<file path="config.mk">
export PLATFORM = sky130hd
export DESIGN_NAME = dpot_i2c_regs
export DESIGN_NICKNAME = d
export VERILOG_FILES = /design/src/core/dpot_i2c_regs.v /design/src/core/dpot_nv_timer.v
export VERILOG_INCLUDE_DIRS = /design/src /design/src/core
export SDC_FILE = /design/constraint.sdc
export NUM_CORES = 1
export LEC_CHECK = 0
export BUFFER_PORTS_ARGS = -buffer_cell sky130_fd_sc_hd__buf_2
export CORE_MARGIN = 1
export CORE_UTILIZATION = 42
export DETAILED_ROUTE_END_ITERATION = 16
export SLEW_MARGIN = 20
export SYNTH_ARGS = -nofsm -noshare
export SYNTH_HDL_FRONTEND = slang
export SYNTH_SLANG_ARGS = --single-unit
export TNS_END_PERCENT = 30
</file>
<file path="constraint.sdc">
create_clock -name core_clk_i -period 3.96 [get_ports core_clk_i]
set_input_delay 0.594 -clock core_clk_i [delete_from_list [all_inputs] [get_ports core_clk_i]]
set_output_delay 0.594 -clock core_clk_i [all_outputs]
set_load 0.03 [all_outputs]
</file>
<file path="src/core/dpot_map.vh">
// Register map, field positions, reset values and timing counts
`ifndef DPOT_MAP_VH
`define DPOT_MAP_VH
`define DPOT_ADDR_WIPER      8'h00
`define DPOT_ADDR_RSVD       8'h01
`define DPOT_ADDR_ACR        8'h02
`define DPOT_ACR_VOL_BIT     7
`define DPOT_ACR_PDC_BIT     6
`define DPOT_ACR_BUSY_BIT    5
`define DPOT_VOL_RST         1'b0
`define DPOT_PDC_RST         1'b1
`define DPOT_WIPER_MID       7'h40
`define DPOT_NV_RST          8'h40
// Device-type prefix of the ID byte; value is arbitrary
`define DPOT_ID_PREFIX       5'h13
`define DPOT_CLK_HZ          25000000
`define DPOT_NVW_TIME_MS     20
`define DPOT_NVW_CYC         ((`DPOT_CLK_HZ / 1000) * `DPOT_NVW_TIME_MS)
`define DPOT_PWRUP_CYC       16
`endif

</file>
<file path="src/core/dpot_i2c_regs.v">
// I2C slave and register logic for a single 128-tap digital pot
`timescale 1ns/10ps
`include "dpot_map.vh"
module dpot_i2c_regs #(
  parameter NVW_CYCLES = `DPOT_NVW_CYC,
  parameter PWRUP_CYC  = `DPOT_PWRUP_CYC
) (
  input  wire       core_clk_i,
  input  wire       rstn_i,
  input  wire       scl_i,
  input  wire       sda_i,
  output wire       sda_o,
  output wire       sda_oe_o,
  input  wire       addr_pin_high_i,
  input  wire       addr_pin_low_i,
  input  wire       shutdown_n_i,
  output reg  [6:0] wiper_o,
  output reg        shutdown_o,
  output wire       nv_write_busy_o
);
  localparam ST_IDLE  = 3'd0;
  localparam ST_RX    = 3'd1;
  localparam ST_ACK   = 3'd2;
  localparam ST_TX    = 3'd3;
  localparam ST_MACK  = 3'd4;

  localparam PH_ID    = 2'd0;
  localparam PH_ADDR  = 2'd1;
  localparam PH_DATA  = 2'd2;

  reg  [2:0] state_reg;
  reg  [1:0] phase_reg;
  reg  [2:0] bit_reg;
  reg  [7:0] shift_reg;
  reg  [7:0] addr_reg;
  reg  [7:0] wiper_reg;
  reg  [7:0] nv_reg;
  reg        vol_reg;
  reg        pdc_reg;
  reg        nv_pend_reg;
  reg        drive_reg;
  reg        scl_d_reg;
  reg        sda_d_reg;
  reg  [4:0] pwr_cnt_reg;
  reg        pwr_ok_reg;
  reg        mack_reg;
  reg        wr_stb_reg;
  reg  [7:0] wr_data_reg;
  wire       nv_busy;
  wire       nv_kick;
  wire [7:0] tx_value;

  wire scl_rise = scl_i & ~scl_d_reg;
  wire scl_fall = ~scl_i & scl_d_reg;
  wire start_c  = scl_i & scl_d_reg & sda_d_reg & ~sda_i;
  wire stop_c   = scl_i & scl_d_reg & ~sda_d_reg & sda_i;
  wire [7:0] rx_byte = {shift_reg[6:0], sda_i};

  function id_match;
    input [7:0] b;
    input       ah;
    input       al;
    begin
      id_match = (b[7:3] == `DPOT_ID_PREFIX) && (b[2] == ah) && (b[1] == al);
    end
  endfunction

  function [7:0] read_value;
    input [7:0] a;
    input       volatile_select;
    input [7:0] wr;
    input [7:0] nv;
    input [7:0] access_control;
    begin
      case (a)
        `DPOT_ADDR_WIPER: read_value = volatile_select ? wr : nv;
        `DPOT_ADDR_ACR:   read_value = access_control;
        default:          read_value = 8'h00;
      endcase
    end
  endfunction

  function [2:0] bit_inc;
    input [2:0] b;
    begin
      bit_inc = b + 3'd1;
    end
  endfunction

  function [1:0] next_phase;
    input [1:0] p;
    begin
      case (p)
        PH_ID:   next_phase = PH_ADDR;
        default: next_phase = PH_DATA;
      endcase
    end
  endfunction

  wire [7:0] acr_value = {vol_reg, pdc_reg, nv_busy, 5'h00};

  // Latched address, no auto-increment: every byte repeats
  assign tx_value = read_value(addr_reg, vol_reg, wiper_reg, nv_reg,
                               acr_value);

  // NV write kicks once we are back in idle: after a stop, a master NACK or an ID mismatch
  assign nv_kick = nv_pend_reg & (state_reg == ST_IDLE);

  dpot_nv_timer #(
    .CYCLES (NVW_CYCLES),
    .CW     (20)
  ) u_nvt (
    .core_clk_i (core_clk_i),
    .rstn_i     (rstn_i),
    .start_i    (nv_kick),
    .busy_o     (nv_busy),
    .done_o     ()
  );

  // Power-up window: starts ignored and wiper held mid-scale
  always @(posedge core_clk_i or negedge rstn_i) begin
    if (!rstn_i) begin
      pwr_cnt_reg <= 5'h00;
      pwr_ok_reg  <= 1'b0;
    end else if (!pwr_ok_reg) begin
      pwr_cnt_reg <= pwr_cnt_reg + 5'h01;
      if (pwr_cnt_reg == PWRUP_CYC[4:0])
        pwr_ok_reg <= 1'b1;
    end
  end

  always @(posedge core_clk_i or negedge rstn_i) begin
    if (!rstn_i) begin
      scl_d_reg <= 1'b1;
      sda_d_reg <= 1'b1;
    end else begin
      scl_d_reg <= scl_i;
      sda_d_reg <= sda_i;
    end
  end

  always @(posedge core_clk_i or negedge rstn_i) begin
    if (!rstn_i) begin
      state_reg   <= ST_IDLE;
      phase_reg   <= PH_ID;
      bit_reg     <= 3'd0;
      shift_reg   <= 8'h00;
      addr_reg    <= 8'h00;
      mack_reg    <= 1'b0;
      wr_stb_reg  <= 1'b0;
      wr_data_reg <= 8'h00;
      drive_reg   <= 1'b0;
    end else begin
      wr_stb_reg <= 1'b0;
      if (!pwr_ok_reg) begin
        state_reg <= ST_IDLE;
      end else if (start_c) begin
        // Repeated start keeps the latched address
        state_reg <= ST_RX;
        phase_reg <= PH_ID;
        bit_reg   <= 3'd0;
        mack_reg  <= 1'b0;
        drive_reg <= 1'b0;
      end else if (stop_c) begin
        state_reg <= ST_IDLE;
        drive_reg <= 1'b0;
      end else begin
        case (state_reg)
          ST_IDLE: drive_reg <= 1'b0;
          ST_RX: if (scl_rise) begin
            shift_reg <= rx_byte;
            bit_reg   <= bit_inc(bit_reg);
            if (bit_reg == 3'd7) begin
              state_reg <= ST_ACK;
              case (phase_reg)
                PH_ID: if (!id_match(rx_byte, addr_pin_high_i,
                                     addr_pin_low_i))
                  state_reg <= ST_IDLE;
                PH_ADDR: addr_reg <= rx_byte;
                default: begin
                  // Register file takes it on the next clock
                  wr_stb_reg  <= 1'b1;
                  wr_data_reg <= rx_byte;
                end
              endcase
            end
          end
          ST_ACK: begin
            // Drive ack on the low phase after the eighth bit
            if (scl_fall && !drive_reg)
              drive_reg <= 1'b1;
            else if (scl_fall && drive_reg) begin
              drive_reg <= 1'b0;
              bit_reg   <= 3'd0;
              if (phase_reg == PH_ID && shift_reg[0]) begin
                state_reg <= ST_TX;
                shift_reg <= tx_value;
                drive_reg <= ~tx_value[7];
              end else begin
                state_reg <= ST_RX;
                phase_reg <= next_phase(phase_reg);
              end
            end
          end
          ST_TX: if (scl_fall) begin
            bit_reg <= bit_inc(bit_reg);
            if (bit_reg == 3'd7) begin
              drive_reg <= 1'b0;
              state_reg <= ST_MACK;
            end else begin
              shift_reg <= {shift_reg[6:0], 1'b0};
              drive_reg <= ~shift_reg[6];
            end
          end
          ST_MACK: if (scl_rise) begin
            if (sda_i)
              state_reg <= ST_IDLE;
            else
              mack_reg  <= 1'b1;
          end else if (scl_fall && mack_reg) begin
            // Master acked: reload and put the MSB out again
            mack_reg  <= 1'b0;
            state_reg <= ST_TX;
            bit_reg   <= 3'd0;
            shift_reg <= tx_value;
            drive_reg <= ~tx_value[7];
          end
          default: state_reg <= ST_IDLE;
        endcase
      end
    end
  end

  // Register file, one write per data byte taken while no NV write is busy
  always @(posedge core_clk_i or negedge rstn_i) begin
    if (!rstn_i) begin
      wiper_reg   <= {1'b0, `DPOT_WIPER_MID};
      nv_reg      <= `DPOT_NV_RST;
      vol_reg     <= `DPOT_VOL_RST;
      pdc_reg     <= `DPOT_PDC_RST;
      nv_pend_reg <= 1'b0;
    end else if (!pwr_ok_reg) begin
      wiper_reg <= {1'b0, `DPOT_WIPER_MID};
      if (pwr_cnt_reg == PWRUP_CYC[4:0])
        wiper_reg <= nv_reg;
    end else begin
      if (nv_busy)
        nv_pend_reg <= 1'b0;
      // Dropped, not deferred: the byte is still acked
      if (wr_stb_reg && !nv_busy) begin
        case (addr_reg)
          `DPOT_ADDR_WIPER: begin
            wiper_reg <= {1'b0, wr_data_reg[6:0]};
            if (!vol_reg) begin
              nv_reg      <= {1'b0, wr_data_reg[6:0]};
              nv_pend_reg <= 1'b1;
            end
          end
          `DPOT_ADDR_ACR: begin
            vol_reg <= wr_data_reg[`DPOT_ACR_VOL_BIT];
            pdc_reg <= wr_data_reg[`DPOT_ACR_PDC_BIT];
          end
          default: ;
        endcase
      end
    end
  end

  // Either the pin or the bit forces shutdown
  always @(posedge core_clk_i or negedge rstn_i) begin
    if (!rstn_i)
      shutdown_o <= 1'b1;
    else
      shutdown_o <= ~(shutdown_n_i & pdc_reg);
  end

  always @(posedge core_clk_i or negedge rstn_i) begin
    if (!rstn_i)
      wiper_o <= `DPOT_WIPER_MID;
    else
      wiper_o <= wiper_reg[6:0];
  end

  // Busy only while the self-timed write runs, as the control bit
  assign nv_write_busy_o = nv_busy;

  // Open drain: only ever pulls low
  assign sda_o    = 1'b0;
  assign sda_oe_o = drive_reg & pwr_ok_reg;
endmodule

</file>
<file path="src/core/dpot_nv_timer.v">
// Self-timed non-volatile write cycle counter
`timescale 1ns/10ps
`include "dpot_map.vh"
module dpot_nv_timer #(
  parameter CYCLES = `DPOT_NVW_CYC,
  parameter CW     = 20
) (
  input  wire core_clk_i,
  input  wire rstn_i,
  input  wire start_i,
  output wire busy_o,
  output wire done_o
);
  reg [CW-1:0] cnt_reg;
  reg          busy_reg;
  wire         last = (cnt_reg == CYCLES[CW-1:0] - {{(CW-1){1'b0}}, 1'b1});

  always @(posedge core_clk_i or negedge rstn_i) begin
    if (!rstn_i) begin
      cnt_reg  <= {CW{1'b0}};
      busy_reg <= 1'b0;
    end else if (start_i && !busy_reg) begin
      cnt_reg  <= {CW{1'b0}};
      busy_reg <= 1'b1;
    end else if (busy_reg) begin
      if (last)
        busy_reg <= 1'b0;
      cnt_reg <= cnt_reg + {{(CW-1){1'b0}}, 1'b1};
    end
  end

  assign busy_o = busy_reg;
  assign done_o = busy_reg & last;
endmodule

</file>
After elaboration in Yosys (flattened, before gate mapping) --
Cells that the tools add are included. Widths: inputs -> output; s select.
Word-level totals: memories 0, register bits 89, ROM bits 0, logic and storage cells 205, input bits 7, bits in latches 0, RAM bits 0, output and inout port bits 11
Cells by class: bitwise gates (word level) 21, add/subtract/negate cells 3, shift-type cells 0, multiply operators 0, $lt $le $gt $ge 0, muxes and demuxes 81, eq/ne operators 45, reduce and logical (&&, ||, !) cells 33, divide/modulo/power cells 0
Operators by type and width (number):
- $mux 7 | 9
- $mux 3 | 20
- $mux 20 | 2
- $ne 5x5->1 const B | 7
- $mux 8 | 4
- $mux 1 | 31
- $pmux 7 s4 | 1
- $ne 2x2->1 const B | 11
- $add 20x1->20 const B | 1
- $eq 20x19->1 const B | 1
- $mux 2 | 10
- $ne 3x3->1 const B | 6
- $reduce_and 9->1 | 2
- $ne 4x4->1 const B | 4
- $pmux 8 s2 | 1
- $pmux 3 s5 | 1
- $reduce_and 7->1 | 2
- $ne 6x6->1 const B | 2
- $pmux 3 s4 | 1
- $reduce_and 12->1 | 1
- $reduce_and 6->1 | 2
- $not 1->1 | 11
- $and 1x1->1 | 10
- $eq 5x5->1 const B | 2
- other kinds (26) | 41

Logic depth before layout (Yosys ltp) --
Gate-level depths: netlist of the first run.
depth after elaboration 11, mapped depth 7, depth with buffers taken out 6

Cells and area by module --
Synthesis of the first run repeated with hierarchy kept, for this count alone.
Second synthesis, totals: cell total of the unflattened synthesis 413, area total of the unflattened synthesis 4486.8 µm²
Modules (own cells, without submodules):
- dpot_i2c_regs | seq. area each 1685.4 µm², area each 3408.3 µm², cells an instance 307, instances 1
- dpot_nv_timer | seq. area each 525.5 µm², area each 1078.5 µm², cells an instance 106, instances 1

Worst setup path before layout of the first run --
OpenSTA, ideal clock, no wires.
kind input to register, start point in sda_i, end point reg addr_reg[0], setup time 125 ps, data required time 3835 ps, data arrival time 1934 ps, stages 6, path buffers 2, setup slack 1901 ps, cell sequence buf_2 > xor2_1 > a31oi_1 > and4b_1 > buf_4 > mux2_2
Between the ends: word-level cells in the longest chain between the ends 4, elaborated cells on any way between the ends 6, those cells by class 5 x bitwise; 1 x reduce/logical
RTL lines:
- start, declared | RTL line dpot_i2c_regs.v:11 | input wire sda_i,
- $not 1->1 | RTL line dpot_i2c_regs.v:55 | wire start_c = scl_i & scl_d_reg & sda_d_reg & ~sda_i;
- $and 1x1->1 | RTL line dpot_i2c_regs.v:55
- $not 1->1 (no source line)
- $reduce_and 7->1 (no source line)
- end signal, assigned | RTL line dpot_i2c_regs.v:179 | PH_ADDR: addr_reg <= rx_byte;
- end, declared | RTL line dpot_i2c_regs.v:35 | reg [7:0] addr_reg;
Several ways; a longest one is shown, not always the timed one. A chain may end at the register's enable or synchronous reset.

Worst setup path in the final report of the first run --
start point reg pwr_ok_reg, end point reg addr_reg[6]
Between the ends: word-level cells in the longest chain between the ends 1
RTL lines:
- start, declared | RTL line dpot_i2c_regs.v:45 | reg pwr_ok_reg;
- start signal, assigned | RTL line dpot_i2c_regs.v:124 | pwr_ok_reg <= 1'b0;
- start signal, assigned | RTL line dpot_i2c_regs.v:128 | pwr_ok_reg <= 1'b1;
- $reduce_and 7->1 (no source line)
Every way passes these cells.

==> results of run 1 <==
[power groups by stage]
stage / clock network [mW] / registers, mW / logic, mW
3_3_place_gp: 0 / 0.937 / 0.0601
3_5_place_dp: 0 / 0.937 / 0.0613
5_1_grt: 0.687 / 0.921 / 0.0693
6_report: 0.622 / 0.919 / 0.0604
4_1_cts: 0.652 / 0.919 / 0.0616
2_1_floorplan: 0 / 0.927 / 0.0417
[metal layers]
layer | vias to the layer above | global-route usage | share of wire
met5 | - | 0 | 0
met4 | 0 | 0.0618 | 0.012
met3 | 10 | 0.0529 | 0.037
met2 | 60 | 0.293 | 0.46
met1 | 1466 | 0.263 | 0.49
li1 | 1421 | - | -
[cells in the mapped netlist, types with 3 or more instances]
library cell  instances  area [um^2]
a21o_1                7         52.6
a21oi_1              11         55.1
a22o_1               13          114
a31oi_1               4         25.0
and2_1                3         18.8
and4_1                3         26.3
and4b_1               3         30.0
buf_2                 5         25.0
buf_4                 5         37.5
clkbuf_1              4         15.0
dfrtp_1              81         2030
dfstp_2               7          184
ha_1                  5         62.6
inv_1                11         41.3
mux2_2               34          383
mux2i_1              14          140
nand2_1              35          131
nand3_1              17         85.1
nand4_1               6         37.5
nor2_1               12         45.0
nor2b_1               3         18.8
nor3_1               10         50.1
o211ai_1              8         60.1
o21ai_0              10         50.1
o21ai_1               5         25.0
o31ai_1              10         75.1
xnor2_1               7         61.3
xor2_1                4         35.0
[critical path: stages, from the launching register on]
cell and delay [ns]:
dfrtp_1 0.66, inv_1 0.21, a31oi_1 0.50, and4b_1 0.54
mux2_2 0.39
[final timing paths]
kind / start / endpoint / slack (ns) / cells past startpoint
min in group core_clk_i: shutdown_n_i / shutdown_o$_DFF_PN1_ / 0.36 / 2
max reg2reg: pwr_ok_reg$_DFF_PN0_ / addr_reg[6]$_DFFE_PN0P_ / 1.55 / 4
max in group asynchronous: rstn_i / scl_d_reg$_DFF_PN1_ / 3.02 / 2
min reg2reg: wiper_reg[6]$_DFFE_PN1P_ / wiper_o[6]$_DFF_PN1_ / 0.38 / 0
max: pwr_ok_reg$_DFF_PN0_ / addr_reg[6]$_DFFE_PN0P_ / 1.55 / 4
min: rstn_i / bit_reg[0]$_DFFE_PN0P_ / 0.26 / 1
[cell usage in the layout (no fill, tap or decap), types with 4 or more instances in the layout]
master / count
dfrtp_1: 81
buf_2: 15
xor2_1: 4
a31oi_1: 4
o21ai_0: 10
o211ai_1: 8
mux2i_1: 14
nand3_1: 17
a21o_1: 7
mux2_2: 34
nor3_1: 10
a22o_1: 13
a21oi_1: 11
nor2_1: 12
clkbuf_8: 10
inv_1: 11
ha_1: 5
xnor2_1: 7
o31ai_1: 10
o21ai_1: 5
nand4_1: 6
nand2_1: 35
dfstp_2: 7
[stage by stage]
stage | std cells | cell area [um^2] | util
2_1_floorplan | 378 | 4270 | -
3_3_place_gp | 513 | 4440 | 0.452
3_5_place_dp | 513 | 4440 | 0.452
4_1_cts | 529 | 4640 | 0.473
5_1_grt | 529 | 4640 | 0.473
6_report | 529 | 4640 | 0.473
[cells by family (layout without fill, tap and decap cells)]
family | Yosys count | in the layout | share of synthesized area
other | 1 | 1 | 0.000878
XOR/XNOR | 11 | 11 | 0.0226
buffers and inverters | 27 | 45 | 0.0313
adder cells (fa/ha/maj) | 5 | 5 | 0.0146
flip-flops | 88 | 88 | 0.518
AND/OR/NAND/NOR | 114 | 114 | 0.148
AO/OA/AOI/OAI | 82 | 82 | 0.137
multiplexers | 50 | 50 | 0.128
[cell type report]
| cell class | count | area (um^2) |
|---|---|---|
| fill | 913 | 5170 |
| multi-input combinational | 263 | 1930 |
| clock buffer | 11 | 141 |
| tap | 133 | 166 |
| inverter | 11 | 41.3 |
| timing repair buffer | 18 | 101 |
| clock inverter | 5 | 56.3 |
| sequential | 88 | 2210 |
==> summary.md, run 1 <==
| Metric | Value |
|---|---|
| Die area | `10600 um^2` |
| Vias | `2957` |
| Part of the power in the clock network | `0.388` |
| Port Buf Inserts | `16` |
| Tot Pwr | `1.60 mW` |
| Top_reg_cell synth | `dfrtp_1` |
| Critical Path RT | `4.21 ns` |
| Fmax | `414 MHz` |
| Core footprint | `9820 um^2` |
| Row count | `36` |
| Place WS | `1.52 ns` |
| Cell Area, Synth | `4270 um^2` |
| First-pass GRT wire length | `15100 um` |
| CTS max path bufs | `2` |
| Logic pwr share | `0.038` |
| Share of cells above drive strength 1 | `0.212` |
| Async SR Flop Fraction | `1.00` |
| Final nets | `403` |
| Relative slew slack | `0.442` |
| CTS tree | `built` |
| CTS resizes | `0` |
| Initial antenna violation count | `0` |
| Slew Limit Fails | `0` |
| Reg power frac | `0.574` |
| Crit path kind | `flop to flop` |
| Final hold vios | `0` |
| Total Routed Length | `8920 um` |
| Vias/cell | `5.59` |
| Cells after Synth | `378` |
| Sw Share | `0.229` |
| Critical Path Start Type | `flop` |
| Cell variety after synth | `59` |
| Hold Path Class | `primary input to asynchronous set/reset pin` |
| Synthesized Nets | `390` |
| Layout area overhead | `8.73%` |
| DR iter-0 viols | `273` |
| DR WL/cell | `16.9 um` |
| Seq/Total Area, Yosys | `0.518` |
| TNS Setup | `0 ns` |
| Reg clk slew, reported paths | `0.08 ns` |
| Drt pass-1 iters | `4` |
| Clock sinks | `88` |
| RSZ-0062 raised after global routing | `false` |
| Number of synthesized flops with an enable pin | `0` |
| GRT overflow | `0` |
| Diode count | `0` |
| Initial Util | `0.435` |
| CP Data Arrival Time | `2.66 ns` |
| Chip width | `103 um` |
| Inserted Clock Buffers | `9` |
| Max_cap viols | `0` |
| Post-layout min period | `2.41 ns` |
| Post-CTS Hold Fix Bufs | `0` |
| Largest net degree at the start of global routing | `80` |
| Fin crit share | `0.610` |
| Final Skew | `0.00810 ns` |
| Post-CTS Setup Inserts | `0` |
| Slew at the pin closest to its max-slew limit | `0.831 ns` |
| Root buffer cell | `clkbuf_8` |
| Worst vdd ir | `0.190 mV` |
| DRC errors left | `0` |
| Final setup fails | `0` |
| Final HPWL from detailed placement | `6020 um` |
| WHS | `0.260 ns` |
| Die Height | `103 um` |
| GPL Wtd Cong | `0.891` |
| Yosys Warn Count | `0` |
| CP Max Fanout | `13` |
| Mean area per synthesized cell | `11.3 um^2` |
| CP Capture Type | `flop` |
| Final ANT Viol Nets | `0` |
| Max FFs per register | `20` |
| Htree depth | `3` |
| Gr usage total | `0.191` |
| Yosys reg bits | `88` |
| Switching power | `0.367 mW` |
| Internal power | `1.23 mW` |
| Post-route setup slack | `1.55 ns` |
| Leakage Power | `2.17 nW` |
| Worst-Skew Late Latency | `0.36 ns` |
| Pwr/cell area | `345 nW/um^2` |
| # IOs | `18` |
| Status | `finished clean` |
| Vias in the first global route | `2930` |
Power figures use the tool's default switching activity.
==> run 2, diff against run 1 <==
==> constraint.sdc (replaced) <==
create_clock -name core_clk_i -period 2.4 [get_ports core_clk_i]
set_input_delay 0.36 -clock core_clk_i [delete_from_list [all_inputs] [get_ports core_clk_i]]
set_output_delay 0.36 -clock core_clk_i [all_outputs]
set_load 0.03 [all_outputs]
==> summary.md, run 2 (same netlist as run 1, synthesis figures left out) <==
| Metric | Value |
|---|---|
| Final instance area | `4750 um^2 (+2.2%)` |
| Gr usage total | `0.189 (-0.00233)` |
| Status | `finished clean` |
| CTS tree | `built` |
| Max FFs per register | `20 (unchanged)` |
| CP top delay family | `simple AND/OR/NAND/NOR gates` |
| Worst vdd ir | `0.327 mV (+72%)` |
| Diode count | `0 (unchanged)` |
| Hold Path Class | `primary input to flop` |
| DR WL/cell | `16.4 um (-2.9%)` |
| Final Skew | `0.0143 ns (+0.00621 ns)` |
| Final setup fails | `0 (unchanged)` |
| Slew Limit Fails | `0 (unchanged)` |
| Crit path kind | `flop to flop` |
| Relative slew slack | `0.461 (+0.0186)` |
| Vias | `3037 (+2.7%)` |
| Total Routed Length | `8850 um (-0.72%)` |
| Final ANT Viol Nets | `0 (unchanged)` |
| Die Height | `103 um (unchanged)` |
| Critical Path RT | `2.63 ns (-1.58 ns)` |
| Clock sinks | `88 (unchanged)` |
| Switching power | `0.596 mW (+62%)` |
| Core footprint | `9820 um^2 (unchanged)` |
| Layout area overhead | `11.1%` |
| Row count | `36 (unchanged)` |
| CP Capture Type | `flop` |
| Post-layout min period | `2.21 ns (-0.209 ns)` |
| Critical Path Max Stage Delay | `0.61 ns (-0.05 ns)` |
| Worst-Skew Late Latency | `0.36 ns (about the same)` |
| CTS resizes | `0 (unchanged)` |
| Drt pass-1 iters | `5 (+1)` |
| Multi-input logic area | `1930 um^2 (+0.32%)` |
| Worst path bufs/invs | `0 (-1)` |
| Part of the power in the clock network | `0.385 (-0.003)` |
| TNS Setup | `0 ns (unchanged)` |
| Chip width | `103 um (unchanged)` |
| Final nets | `415 (+3.0%)` |
| Register Area | `2210 um^2 (unchanged)` |
| Logic pwr share | `0.042 (+0.004)` |
| DRC errors left | `0 (unchanged)` |
| Reg power frac | `0.573 (about the same)` |
| WHS | `0.114 ns (-0.145 ns)` |
| GPL Wtd Cong | `0.877 (-1.5%)` |
| Reg clk slew, reported paths | `0.09 ns (about the same)` |
| # IOs | `18 (unchanged)` |
| Worst-path cell chain | `nor2b_4, nand3_1, a22oi_1, and4_1, mux2_2` |
| Tot Pwr | `2.64 mW (+65%)` |
| Htree depth | `3 (unchanged)` |
| Share of cells above drive strength 1 | `0.230 (+0.0183)` |
| Leakage Power | `2.22 nW (+2.6%)` |
| Initial Util | `0.435 (unchanged)` |
| Inserted Clock Buffers | `9 (unchanged)` |
| Vias in the first global route | `3019 (+3.0%)` |
| Final hold vios | `0 (unchanged)` |
| Post-CTS Setup Inserts | `0 (unchanged)` |
| Final HPWL from detailed placement | `6160 um (+2.2%)` |
| Critical Path Start Type | `flop` |
| Root buffer cell | `clkbuf_8` |
| RSZ-0062 raised after global routing | `false` |
| Internal power | `2.05 mW (+66%)` |
| First-pass GRT wire length | `15200 um (+0.74%)` |
| DR iter-0 viols | `195 (-29%)` |
| Highest-delay cell along the critical path | `dfstp_2` |
| Die area | `10600 um^2 (unchanged)` |
| Sw Share | `0.226 (-0.00365)` |
| Initial antenna violation count | `0 (unchanged)` |
| Commonest non-fill, non-tap cell in the layout | `dfrtp_1` |
| CTS max path bufs | `2 (unchanged)` |
| Placed inst area | `4540 um^2 (+2.1%)` |
| Port Buf Inserts | `16 (unchanged)` |
| Vias/cell | `5.61 (+0.43%)` |
| CP Max Fanout | `10 (-3)` |
| Slew at the pin closest to its max-slew limit | `0.809 ns (-0.0216 ns)` |
| CP Data Arrival Time | `2.44 ns (-0.22 ns)` |
| Fill cells | `946 (+3.6%)` |
| Fin crit share | `0.919 (+0.309)` |
| Max_cap viols | `0 (unchanged)` |
| Pwr/cell area | `557 nW/um^2 (+61%)` |
| Largest net degree at the start of global routing | `52 (-35%)` |
| GRT overflow | `0 (unchanged)` |
| Most frequent cells in the layout | `dfrtp_1, nand2_1, mux2_2` |
| Fmax | `453 MHz (+9.5%)` |
run 2: changes by cell type in the layout (fill, tap and decap cells not counted):
cell	before	now
clkinv_2	2	1
clkinv_4	1	0
buf_4	2	13
buf_6	1	0
dlygate4sd3_1	0	1
buf_12	0	1
clkbuf_1	1	3
nor4_2	0	1
nor4_1	2	1
run 2: final cells by class:
type,count,share of cell area
sequential,88,0.466
multi-input combinational,263,0.407
timing repair buffer,30,0.0427
tap,133,0.0351
clock buffer,13,0.0314
clock inverter,3,0.00896
inverter,11,0.00870
run 2: final timing paths:
kind / start / endpoint / slack, ns / cells after the start
min: shutdown_n_i / shutdown_o$_DFF_PN1_ / 0.11 / 2
max: scl_d_reg$_DFF_PN1_ / shift_reg[0]$_DFFE_PN0P_ / 0.19 / 5
max reg2reg: scl_d_reg$_DFF_PN1_ / shift_reg[0]$_DFFE_PN0P_ / 0.19 / 5
min reg2reg: wiper_reg[6]$_DFFE_PN1P_ / wiper_o[6]$_DFF_PN1_ / 0.38 / 0
min in group asynchronous: rstn_i / u_nvt.cnt_reg[1]$_DFFE_PN0P_ / 0.51 / 2
max in group asynchronous: rstn_i / pdc_reg$_DFFE_PN1P_ / 1.20 / 3
run 2: repair_timing:
item / 4_1_cts / 5_1_grt
setup endpoints to repair: 0 / 0
hold buffers: 1 / 0
endpoints found under the hold margin: 34 / 0
run 2: per-layer routing:
metal	routed length (um)	up-vias	GRT usage
li1	-	1444	-
met1	4170	1506	0.262
met2	4170	72	0.301
met3	380	15	0.0346
met4	135	0	0.0618
met5	0	-	0
run 2: stage by stage:
stage | std cells | setup slack, ns | util
detailed placement | 524 | 0.245 | 0.462
global route | 541 | 0.0703 | 0.483
global placement | 524 | 0.291 | 0.462
CTS | 541 | 0.209 | 0.483
finish | 541 | 0.194 | 0.483
floorplan | 378 | 0.471 | -
run 2: power by group through the flow:
stage	clock network (mW)	registers, mW	logic, mW
after floorplan	0	1.53	0.0688
after global placement	0	1.54	0.111
after detailed placement	0	1.54	0.112
after CTS	1.06	1.51	0.113
after global routing	1.12	1.52	0.128
final	1.02	1.52	0.110
